--- src/include/chirp_pkg.sv ---
// package: constants and carrier types for the high-speed detection chirp controller
package chirp_pkg;
   // utmi line states
   localparam logic [1:0] LINE_SE0 = 2'h0;
   localparam logic [1:0] LINE_J   = 2'h1;
   localparam logic [1:0] LINE_K   = 2'h2;
   // utmi operating modes
   localparam logic [1:0] OPMODE_NORMAL  = 2'h0;
   localparam logic [1:0] OPMODE_NO_NRZI = 2'h2;
   // clock rate of the phy output clock
   localparam int CLK_MHZ = 100;
   // times in their printed units
   localparam int SETUP_CLOCKS_60  = 5;       // phy clocks between mode change and tx valid
   localparam int CHIRP_CLOCKS_60  = 66000;   // phy clocks for the device chirp
   localparam int FILTER_CLOCKS_60 = 165;     // phy clocks for a qualified chirp state
   localparam int FALLBACK_US      = 1500;    // wait after own chirp, inside 1.0ms..2.5ms
   localparam int TERM_US          = 10;      // time to switch terminations, under 500us
   localparam int SETUP_CYC  = (SETUP_CLOCKS_60 * CLK_MHZ + 59) / 60;
   localparam int CHIRP_CYC  = (CHIRP_CLOCKS_60 * CLK_MHZ + 59) / 60;
   localparam int FILTER_CYC = (FILTER_CLOCKS_60 * CLK_MHZ + 59) / 60;
   localparam int FALLBACK_CYC = FALLBACK_US * CLK_MHZ;
   localparam int TERM_CYC   = TERM_US * CLK_MHZ;
   localparam int CHIRPS_NEEDED = 6;          // k-j-k-j-k-j
   localparam int CNT_W = 20;
   // avalon register map (word addresses scaled to bytes)
   localparam logic [3:0] REG_CONTROL = 4'h0;
   localparam logic [3:0] REG_STATUS  = 4'h4;
   localparam int CTRL_START = 0;
   localparam int CTRL_ABORT = 1;
   localparam int STAT_BUSY  = 0;
   localparam int STAT_HS    = 1;
   localparam int STAT_FS    = 2;
   localparam int STAT_CNT   = 4;
   // utmi control group driven to the phy
   typedef struct packed {
      logic       xcvr_hs;     // 1 selects high-speed transceiver
      logic       term_hs;     // 1 selects high-speed terminations
      logic [1:0] opmode;
      logic       tx_valid;
      logic [7:0] tx_data;
   } utmi_ctrl_type;
   typedef enum logic [2:0] {
      ST_IDLE   = 3'b000,
      ST_SETUP  = 3'b001,
      ST_CHIRP  = 3'b010,
      ST_LISTEN = 3'b011,
      ST_TERM   = 3'b100,
      ST_HS     = 3'b101,
      ST_FS     = 3'b110
   } state_type;
endpackage : chirp_pkg

--- src/hdl/chirp_ctrl.sv ---
// module: controller side of the high-speed detection chirp handshake
`timescale 1ns/1ns
module chirp_ctrl (
   input  wire logic                    clk,          // phy output clock domain
   input  wire logic                    rst,          // synchronous reset, high
   input  wire logic [3:0]              avs_address,  // byte address
   input  wire logic                    avs_read,     // read strobe
   input  wire logic                    avs_write,    // write strobe
   input  wire logic [31:0]             avs_writedata, // write data
   output logic [31:0]                  avs_readdata, // read data
   output logic                         avs_waitrequest, // stall
   input  wire logic [1:0]              line_state,   // utmi line state
   output chirp_pkg::utmi_ctrl_type     utmi_ctrl,    // utmi control group
   output logic                         bus_activity  // keeps inactivity timers clear
);
   import chirp_pkg::*;

   state_type            state_reg;
   logic [CNT_W-1:0]     timer_reg;
   logic [CNT_W-1:0]     filt_reg;
   logic [2:0]           chirp_cnt_reg;
   logic                 expect_k_reg;
   logic                 start_req_reg;
   logic                 abort_req_reg;
   logic                 done_hs_reg;
   logic                 done_fs_reg;
   logic                 ack_reg;
   logic                 sequence_done;
   logic                 qualified;
   logic [1:0]           want_state;

   // returns true when a line state is a chirp k or j
   function automatic logic is_chirp(input logic [1:0] ls);
      is_chirp = (ls == LINE_K) || (ls == LINE_J);
   endfunction : is_chirp

   assign want_state    = expect_k_reg ? LINE_K : LINE_J;
   assign qualified     = (filt_reg == CNT_W'(FILTER_CYC - 1)) && (line_state == want_state);
   assign sequence_done = qualified && (chirp_cnt_reg == 3'(CHIRPS_NEEDED - 1));

   // avalon slave: one wait cycle on every access keeps the answer registered
   always_ff @(posedge clk) begin
      if (rst) begin
         ack_reg <= 1'b0;
      end else begin
         ack_reg <= (avs_read || avs_write) && !ack_reg;
      end
   end

   always_ff @(posedge clk) begin
      if (rst) begin
         avs_waitrequest <= 1'b1;
      end else begin
         avs_waitrequest <= !((avs_read || avs_write) && !ack_reg);
      end
   end

   // control writes raise one-shot requests taken by the state machine
   always_ff @(posedge clk) begin
      if (rst) begin
         start_req_reg <= 1'b0;
         abort_req_reg <= 1'b0;
      end else begin
         start_req_reg <= 1'b0;
         abort_req_reg <= 1'b0;
         if (avs_write && ack_reg && avs_address == REG_CONTROL) begin
            start_req_reg <= avs_writedata[CTRL_START];
            abort_req_reg <= avs_writedata[CTRL_ABORT];
         end
      end
   end

   // status read; unmapped addresses read zero
   always_ff @(posedge clk) begin
      if (rst) begin
         avs_readdata <= 32'h0000_0000;
      end else if (avs_read && !ack_reg) begin
         avs_readdata <= 32'h0000_0000;
         if (avs_address == REG_STATUS) begin
            avs_readdata[STAT_BUSY] <= (state_reg != ST_IDLE) && (state_reg != ST_HS)
                                       && (state_reg != ST_FS);
            avs_readdata[STAT_HS]   <= done_hs_reg;
            avs_readdata[STAT_FS]   <= done_fs_reg;
            avs_readdata[STAT_CNT +: 3] <= chirp_cnt_reg;
         end
      end
   end

   // handshake sequencer
   always_ff @(posedge clk) begin
      if (rst) begin
         state_reg <= ST_IDLE;
         timer_reg <= '0;
      end else if (abort_req_reg) begin
         state_reg <= ST_IDLE;
         timer_reg <= '0;
      end else begin
         timer_reg <= timer_reg + 1'b1;
         unique case (state_reg)
            ST_IDLE, ST_HS, ST_FS: begin
               if (start_req_reg) begin
                  state_reg <= ST_SETUP;
                  timer_reg <= '0;
               end
            end
            ST_SETUP: begin
               if (timer_reg == CNT_W'(SETUP_CYC - 1)) begin
                  state_reg <= ST_CHIRP;
                  timer_reg <= '0;
               end
            end
            ST_CHIRP: begin
               if (timer_reg == CNT_W'(CHIRP_CYC - 1)) begin
                  state_reg <= ST_LISTEN;
                  timer_reg <= '0;
               end
            end
            ST_LISTEN: begin
               if (sequence_done) begin
                  state_reg <= ST_TERM;
                  timer_reg <= '0;
               end else if (timer_reg == CNT_W'(FALLBACK_CYC - 1)) begin
                  state_reg <= ST_FS;
                  timer_reg <= '0;
               end
            end
            ST_TERM: begin
               if (timer_reg == CNT_W'(TERM_CYC - 1)) begin
                  state_reg <= ST_HS;
                  timer_reg <= '0;
               end
            end
            default: begin
               state_reg <= ST_IDLE;
            end
         endcase
      end
   end

   // chirp qualification filter and counter, running from own chirp end on line state
   always_ff @(posedge clk) begin
      if (rst || !(state_reg == ST_CHIRP || state_reg == ST_LISTEN)) begin
         filt_reg      <= '0;
         chirp_cnt_reg <= 3'h0;
         expect_k_reg  <= 1'b1;
      end else if (state_reg == ST_CHIRP) begin
         filt_reg      <= '0; // own k on the bus is not a host chirp
         chirp_cnt_reg <= 3'h0;
         expect_k_reg  <= 1'b1;
      end else if (line_state == want_state) begin
         // count up to the filter length, then clear; a host state of 40-60us far exceeds it
         if (filt_reg != CNT_W'(FILTER_CYC - 1)) begin
            filt_reg <= filt_reg + 1'b1;
         end else if (qualified) begin
            filt_reg      <= '0;
            expect_k_reg  <= !expect_k_reg;
            // the sixth state hands over to the sequencer, so the count stops at five
            chirp_cnt_reg <= sequence_done ? chirp_cnt_reg : chirp_cnt_reg + 1'b1;
         end
      end else if (is_chirp(line_state) && filt_reg == '0) begin
         filt_reg <= '0; // tail of the previous state still showing
      end else begin
         filt_reg      <= '0;
         chirp_cnt_reg <= 3'h0;
         expect_k_reg  <= 1'b1;
      end
   end

   // utmi outputs, registered
   always_ff @(posedge clk) begin
      if (rst) begin
         utmi_ctrl <= '{xcvr_hs: 1'b0, term_hs: 1'b0, opmode: OPMODE_NORMAL,
                        tx_valid: 1'b0, tx_data: 8'h00};
      end else begin
         unique case (state_reg)
            ST_SETUP: begin
               utmi_ctrl <= '{xcvr_hs: 1'b1, term_hs: 1'b0, opmode: OPMODE_NO_NRZI,
                              tx_valid: 1'b0, tx_data: 8'h00};
            end
            ST_CHIRP: begin
               utmi_ctrl <= '{xcvr_hs: 1'b1, term_hs: 1'b0, opmode: OPMODE_NO_NRZI,
                              tx_valid: 1'b1, tx_data: 8'h00};
            end
            ST_LISTEN: begin
               utmi_ctrl <= '{xcvr_hs: 1'b1, term_hs: 1'b0, opmode: OPMODE_NORMAL,
                              tx_valid: 1'b0, tx_data: 8'h00};
            end
            ST_TERM, ST_HS: begin
               utmi_ctrl <= '{xcvr_hs: 1'b1, term_hs: 1'b1, opmode: OPMODE_NORMAL,
                              tx_valid: 1'b0, tx_data: 8'h00};
            end
            default: begin
               utmi_ctrl <= '{xcvr_hs: 1'b0, term_hs: 1'b0, opmode: OPMODE_NORMAL,
                              tx_valid: 1'b0, tx_data: 8'h00};
            end
         endcase
      end
   end

   // result flags, sticky until the next start
   always_ff @(posedge clk) begin
      if (rst || start_req_reg) begin
         done_hs_reg <= 1'b0;
         done_fs_reg <= 1'b0;
      end else begin
         if (state_reg == ST_HS) done_hs_reg <= 1'b1;
         if (state_reg == ST_FS) done_fs_reg <= 1'b1;
      end
   end

   // host chirps seen in ST_LISTEN are activity; the idle timers elsewhere must not run
   always_ff @(posedge clk) begin
      if (rst) begin
         bus_activity <= 1'b0;
      end else begin
         bus_activity <= (state_reg == ST_LISTEN) && is_chirp(line_state);
      end
   end

   // line run length kept apart from the filter, so that the filter is checked from outside
   logic [CNT_W-1:0]     line_run_reg;
   logic [1:0]           line_prev_reg;
   always_ff @(posedge clk) begin
      if (rst) begin
         line_run_reg  <= '0;
         line_prev_reg <= LINE_SE0;
      end else begin
         line_prev_reg <= line_state;
         if (line_state != line_prev_reg) begin
            line_run_reg <= CNT_W'(1);
         end else if (line_run_reg != '1) begin
            line_run_reg <= line_run_reg + 1'b1;
         end
      end
   end

   // assertions
   property p_setup_gap;
      @(posedge clk) disable iff (rst)
         $rose(utmi_ctrl.xcvr_hs) |-> !utmi_ctrl.tx_valid [*5];
   endproperty
   a_setup_gap: assert property (p_setup_gap) else $error("tx valid too soon");

   property p_chirp_mode;
      @(posedge clk) disable iff (rst)
         utmi_ctrl.tx_valid |-> utmi_ctrl.xcvr_hs && utmi_ctrl.opmode == OPMODE_NO_NRZI
                                && utmi_ctrl.tx_data == 8'h00;
   endproperty
   a_chirp_mode: assert property (p_chirp_mode) else $error("bad chirp mode");

   property p_start_fs;
      @(posedge clk) disable iff (rst)
         (state_reg == ST_SETUP && timer_reg == '0) |-> !utmi_ctrl.term_hs;
   endproperty
   a_start_fs: assert property (p_start_fs) else $error("not full speed at start");

   property p_chirp_len;
      @(posedge clk) disable iff (rst)
         (state_reg == ST_CHIRP) |-> timer_reg < CNT_W'(CHIRP_CYC);
   endproperty
   a_chirp_len: assert property (p_chirp_len) else $error("chirp too long");

   property p_chirp_end;
      @(posedge clk) disable iff (rst || abort_req_reg)
         (state_reg == ST_CHIRP && timer_reg == CNT_W'(CHIRP_CYC - 1))
            |=> state_reg == ST_LISTEN ##1 !utmi_ctrl.tx_valid;
   endproperty
   a_chirp_end: assert property (p_chirp_end) else $error("chirp did not end");

   property p_term_hs;
      @(posedge clk) disable iff (rst || abort_req_reg)
         sequence_done && state_reg == ST_LISTEN |-> ##[1:2] utmi_ctrl.term_hs;
   endproperty
   a_term_hs: assert property (p_term_hs) else $error("terminations late");

   property p_fallback;
      @(posedge clk) disable iff (rst)
         $rose(state_reg == ST_FS) |=> !utmi_ctrl.xcvr_hs;
   endproperty
   a_fallback: assert property (p_fallback) else $error("no return to full speed");

   property p_count_bound;
      @(posedge clk) disable iff (rst)
         chirp_cnt_reg < 3'(CHIRPS_NEEDED);
   endproperty
   a_count_bound: assert property (p_count_bound) else $error("count overflow");

   property p_reset_count;
      @(posedge clk) disable iff (rst || abort_req_reg)
         (state_reg == ST_LISTEN && line_state == LINE_SE0 && chirp_cnt_reg != 3'h0)
            |=> chirp_cnt_reg == 3'h0;
   endproperty
   a_reset_count: assert property (p_reset_count) else $error("count kept");

   property p_setup_mode;
      @(posedge clk) disable iff (rst)
         $rose(utmi_ctrl.tx_valid) |-> $past(utmi_ctrl.xcvr_hs, SETUP_CYC)
                                       && $past(utmi_ctrl.opmode, SETUP_CYC) == OPMODE_NO_NRZI;
   endproperty
   a_setup_mode: assert property (p_setup_mode) else $error("mode not set before tx valid");

   property p_listen_quiet;
      @(posedge clk) disable iff (rst)
         (state_reg == ST_LISTEN) |=> !utmi_ctrl.tx_valid && utmi_ctrl.xcvr_hs;
   endproperty
   a_listen_quiet: assert property (p_listen_quiet) else $error("bus not free for host");

   property p_filter_clear;
      @(posedge clk) disable iff (rst)
         (state_reg == ST_CHIRP) |=> filt_reg == '0 && chirp_cnt_reg == 3'h0 && expect_k_reg;
   endproperty
   a_filter_clear: assert property (p_filter_clear) else $error("own chirp counted");

   property p_qualify;
      @(posedge clk) disable iff (rst)
         qualified |-> line_state == line_prev_reg
                       && line_run_reg >= CNT_W'(FILTER_CYC - 1);
   endproperty
   a_qualify: assert property (p_qualify) else $error("chirp state counted too soon");

   property p_fallback_time;
      @(posedge clk) disable iff (rst)
         $rose(state_reg == ST_FS) |-> $past(state_reg) == ST_LISTEN
                                       && $past(timer_reg) == CNT_W'(FALLBACK_CYC - 1);
   endproperty
   a_fallback_time: assert property (p_fallback_time) else $error("fallback mistimed");

   property p_no_early_term;
      @(posedge clk) disable iff (rst)
         $rose(utmi_ctrl.term_hs) |-> $past(state_reg) == ST_TERM;
   endproperty
   a_no_early_term: assert property (p_no_early_term) else $error("terminations unasked");

   property p_hs_hold;
      @(posedge clk) disable iff (rst)
         (state_reg == ST_HS) |-> utmi_ctrl.term_hs && utmi_ctrl.xcvr_hs;
   endproperty
   a_hs_hold: assert property (p_hs_hold) else $error("hs setting lost");

   property p_activity;
      @(posedge clk) disable iff (rst)
         bus_activity |-> $past(state_reg) == ST_LISTEN;
   endproperty
   a_activity: assert property (p_activity) else $error("activity outside listening");

   c_chirp: cover property (@(posedge clk) disable iff (rst) $rose(utmi_ctrl.tx_valid));
   c_break: cover property (@(posedge clk) disable iff (rst)
      state_reg == ST_LISTEN && line_state == LINE_SE0 && chirp_cnt_reg != 3'h0);
   c_hs: cover property (@(posedge clk) disable iff (rst) $rose(state_reg == ST_HS));
   c_fs: cover property (@(posedge clk) disable iff (rst) $rose(state_reg == ST_FS));
endmodule : chirp_ctrl

--- config.mk ---
export PLATFORM = sky130hd
export DESIGN_NAME = chirp_ctrl
export DESIGN_NICKNAME = d
export VERILOG_FILES = /design/src/include/chirp_pkg.sv /design/src/hdl/chirp_ctrl.sv
export SDC_FILE = /design/constraint.sdc
export NUM_CORES = 1
export LEC_CHECK = 0
export BUFFER_PORTS_ARGS = -buffer_cell sky130_fd_sc_hd__clkbuf_2
export CAP_MARGIN = 20
export CORE_ASPECT_RATIO = 0.75
export CORE_MARGIN = 3
export CORE_UTILIZATION = 51
export DETAILED_ROUTE_END_ITERATION = 10
export PLACE_DENSITY_LB_ADDON = 0.15
export RECOVER_POWER = 25
export SYNTH_ARGS = -nofsm -noshare
export SYNTH_HDL_FRONTEND = slang
export SYNTH_SLANG_ARGS = --single-unit
--- constraint.sdc ---
create_clock -name clk -period 2.5 [get_ports clk]
set_clock_uncertainty 0.15 [all_clocks]
set_input_delay 0.375 -clock clk [delete_from_list [all_inputs] [get_ports clk]]
set_output_delay 0.375 -clock clk [all_outputs]
set_load 0.005 [all_outputs]
==> impl_results.md <==
- Seq/Total Area, Yosys: 0.404
- Antenna violations before repair: 0
- Vias per cell: 4.92
- CTS resizes: 0
- Site Rows: 24
- Yosys top cell area share: 0.404
- Number of clock sinks: 64
- Non-filler cells, final: 471
- Commonest non-fill, non-tap cell in the layout: nor2_1
- Post-Syn Instances: 361
- WP data required: 2570 ps
- Drt wl/cell: 12.1 µm
- RD Place Congestion: 0.772
- Routed WL: 5710 µm
- Grt ovf: 0
- Clk_lat worst skew: 330 ps
- Peak fanout along the critical path: 20
- Synth warn: 0
- Clock H-tree levels: 3
- Most area-consuming cells after synthesis: dfxtp_1 (40%), buf_4 (8.5%), nor2_1 (7.7%), xor2_1 (7.2%), xnor2_1 (3.6%)
- Detailed Route Iter0 Violations: 93
- Launch point of the worst path: filt_reg[11]
- Crit. End Element: register
- DRC: 0
- Final Hold Fails: 0
- Primary FF master, synth: dfxtp_1
- Syn Std Cell Area: 3170 µm²
- Total negative slack: 0 ps
- Final period util: 0.893
- Dpl hpwl: 4230 µm
- Port-buffer cells: 23
- Slew @ Worst Pin: 796 ps
- DRT Pass-1 Iters: 4
- CTS tree: done
- Full die area: 7220 µm²
- CTS buffer count: 9
- RSZ-0062 raised after global routing: false
- Final Max Tran Viols: 0
- Inserted Diodes: 0
- Final setup vio count: 0
- Crit path kind: reg -> reg
- Pwr Total: 2030 µW
- Cell taking the most area after synthesis: dfxtp_1
- Reg clk slew, reported paths: 60 ps
- R2R Path Start: filt_reg[11]
- Postcts setup bufs: 0
- Cell area power density: 595 nW/µm²
- I/O pins: 89
- Root buffer cell: clkbuf_8
- Nets: 440
- Core area: 5920 µm²
- Post-placement cell count: 458
- Layout cell share with drive strength beyond 1: 0.122
- Vias in the first global route: 2098
- WHS: 100 ps
- Arr. time, crit path: 2300 ps
- ANT nets after route: 0
- Min Tclk post-route: 2230 ps
- Netlist cell types: 51
- Crit start category: register
- Tot GR Track Use: 0.164
- Peak supply drop: 301 µV
- Global-route wire length before repair: 9650 µm
- Max_cap viols: 0
- # hold bufs at CTS: 0
- F_max: 0.448 GHz
- Worst-case clock buffer depth: 2
- Hold path startpoint: avs_writedata[0]
- Most frequent cells in the layout: nor2_1 (65), dfxtp_1 (64), conb_1 (35)
- Number of synthesized register bits: 64
- Synth Area per Inst: 8.79 µm²
- Leakage: 0.00129 µW
- Async set or reset register ratio after synthesis: 0
- Status: completed
- Largest net degree at the start of global routing: 21
- Worst relative slew slack: 0.469
- Die width: 97.1 µm
- Hold/Removal Path Class: in -> reg
- Area grow syn2layout: 7.57%
- Height of the die: 74.3 µm
- Detailed-route via count: 2315
- Post-synth EDFFs: 0
- Initial core utilization: 0.537
[final timing paths]
kind	to	slack [ps]	depth (start not counted)
min	start_req_reg	100	2
max	timer_reg[6]	270	7
min reg2reg	state_reg[1]	280	1
max reg2reg	timer_reg[6]	270	7
[cell families (layout without fill, tap and decap cells)]
logic type                 count (synthesis)  count (layout)  share of synthesized area
other                                      1              35                    0.00118
xor gates and xnor gates                  39              39                      0.108
and+or+nand+nor                          164             164                      0.276
adders and majority gates                  7               7                     0.0276
DFF                                       64              64                      0.404
AOI/OAI and AO/OA                         31              31                     0.0729
buffers and inverters                     55              53                      0.112
[through the flow]
| step | cell area (µm²) | util | setup slack [ps] |
|---|---|---|---|
| final | 3410 | 0.577 | 266 |
| after global routing | 3410 | 0.577 | 53.7 |
| after CTS | 3420 | 0.578 | 217 |
| after detailed placement | 3260 | 0.551 | 230 |
| after global placement | 3260 | 0.551 | 277 |
| after floorplan | 3300 | - | 513 |
[cell type report]
cell class / instances / area [µm²]
Fill cell: 543 / 2500
Multi-Input combinational cell: 276 / 1670
Sequential cell: 64 / 1280
Timing Repair Buffer: 29 / 161
Clock buffer: 12 / 155
Tap cell: 78 / 97.6
Inverter: 11 / 41.3
Clock inverter: 1 / 5.00
[Yosys cell counts, drive strengths merged (6+ instances only)]
cell and number:
a22oi 6, ha 7, nor2 65, buf 38, nor4 9, clkbuf 6, inv 11, xnor2 13
nand3 18, dfxtp 64, xor2 26, nand2 21, nor3 11, nand4 8
[worst max-delay path: stages (launching register included)]
cell	delay, ps
dfxtp_1	360
nor4_2	340
nand4_2	220
nor4_4	380
o311ai_1	160
o21ai_1	250
buf_12	190
nor2_1	50
[report_power, final]
| group | total, µW | switching [µW] | leakage, µW | internal (µW) |
|---|---|---|---|---|
| sequential | 1070 | 25.9 | 0.000517 | 1050 |
| combinational | 213 | 123 | 0.000690 | 90.7 |
| clock | 744 | 348 | 0.0000842 | 396 |
| total | 2030 | 496 | 0.00129 | 1540 |
[per-layer routing]
layer / global-route usage / share of wire / vias to the layer above
met1: 0.237 / 0.53 / 1030
met3: 0.0647 / 0.063 / 2
li1: - / - / 1219
met2: 0.232 / 0.41 / 64
met4: 0.0358 / 0.0040 / 0
met5: 0 / 0 / -
No activity file was read; power rests on OpenSTA's default activity.
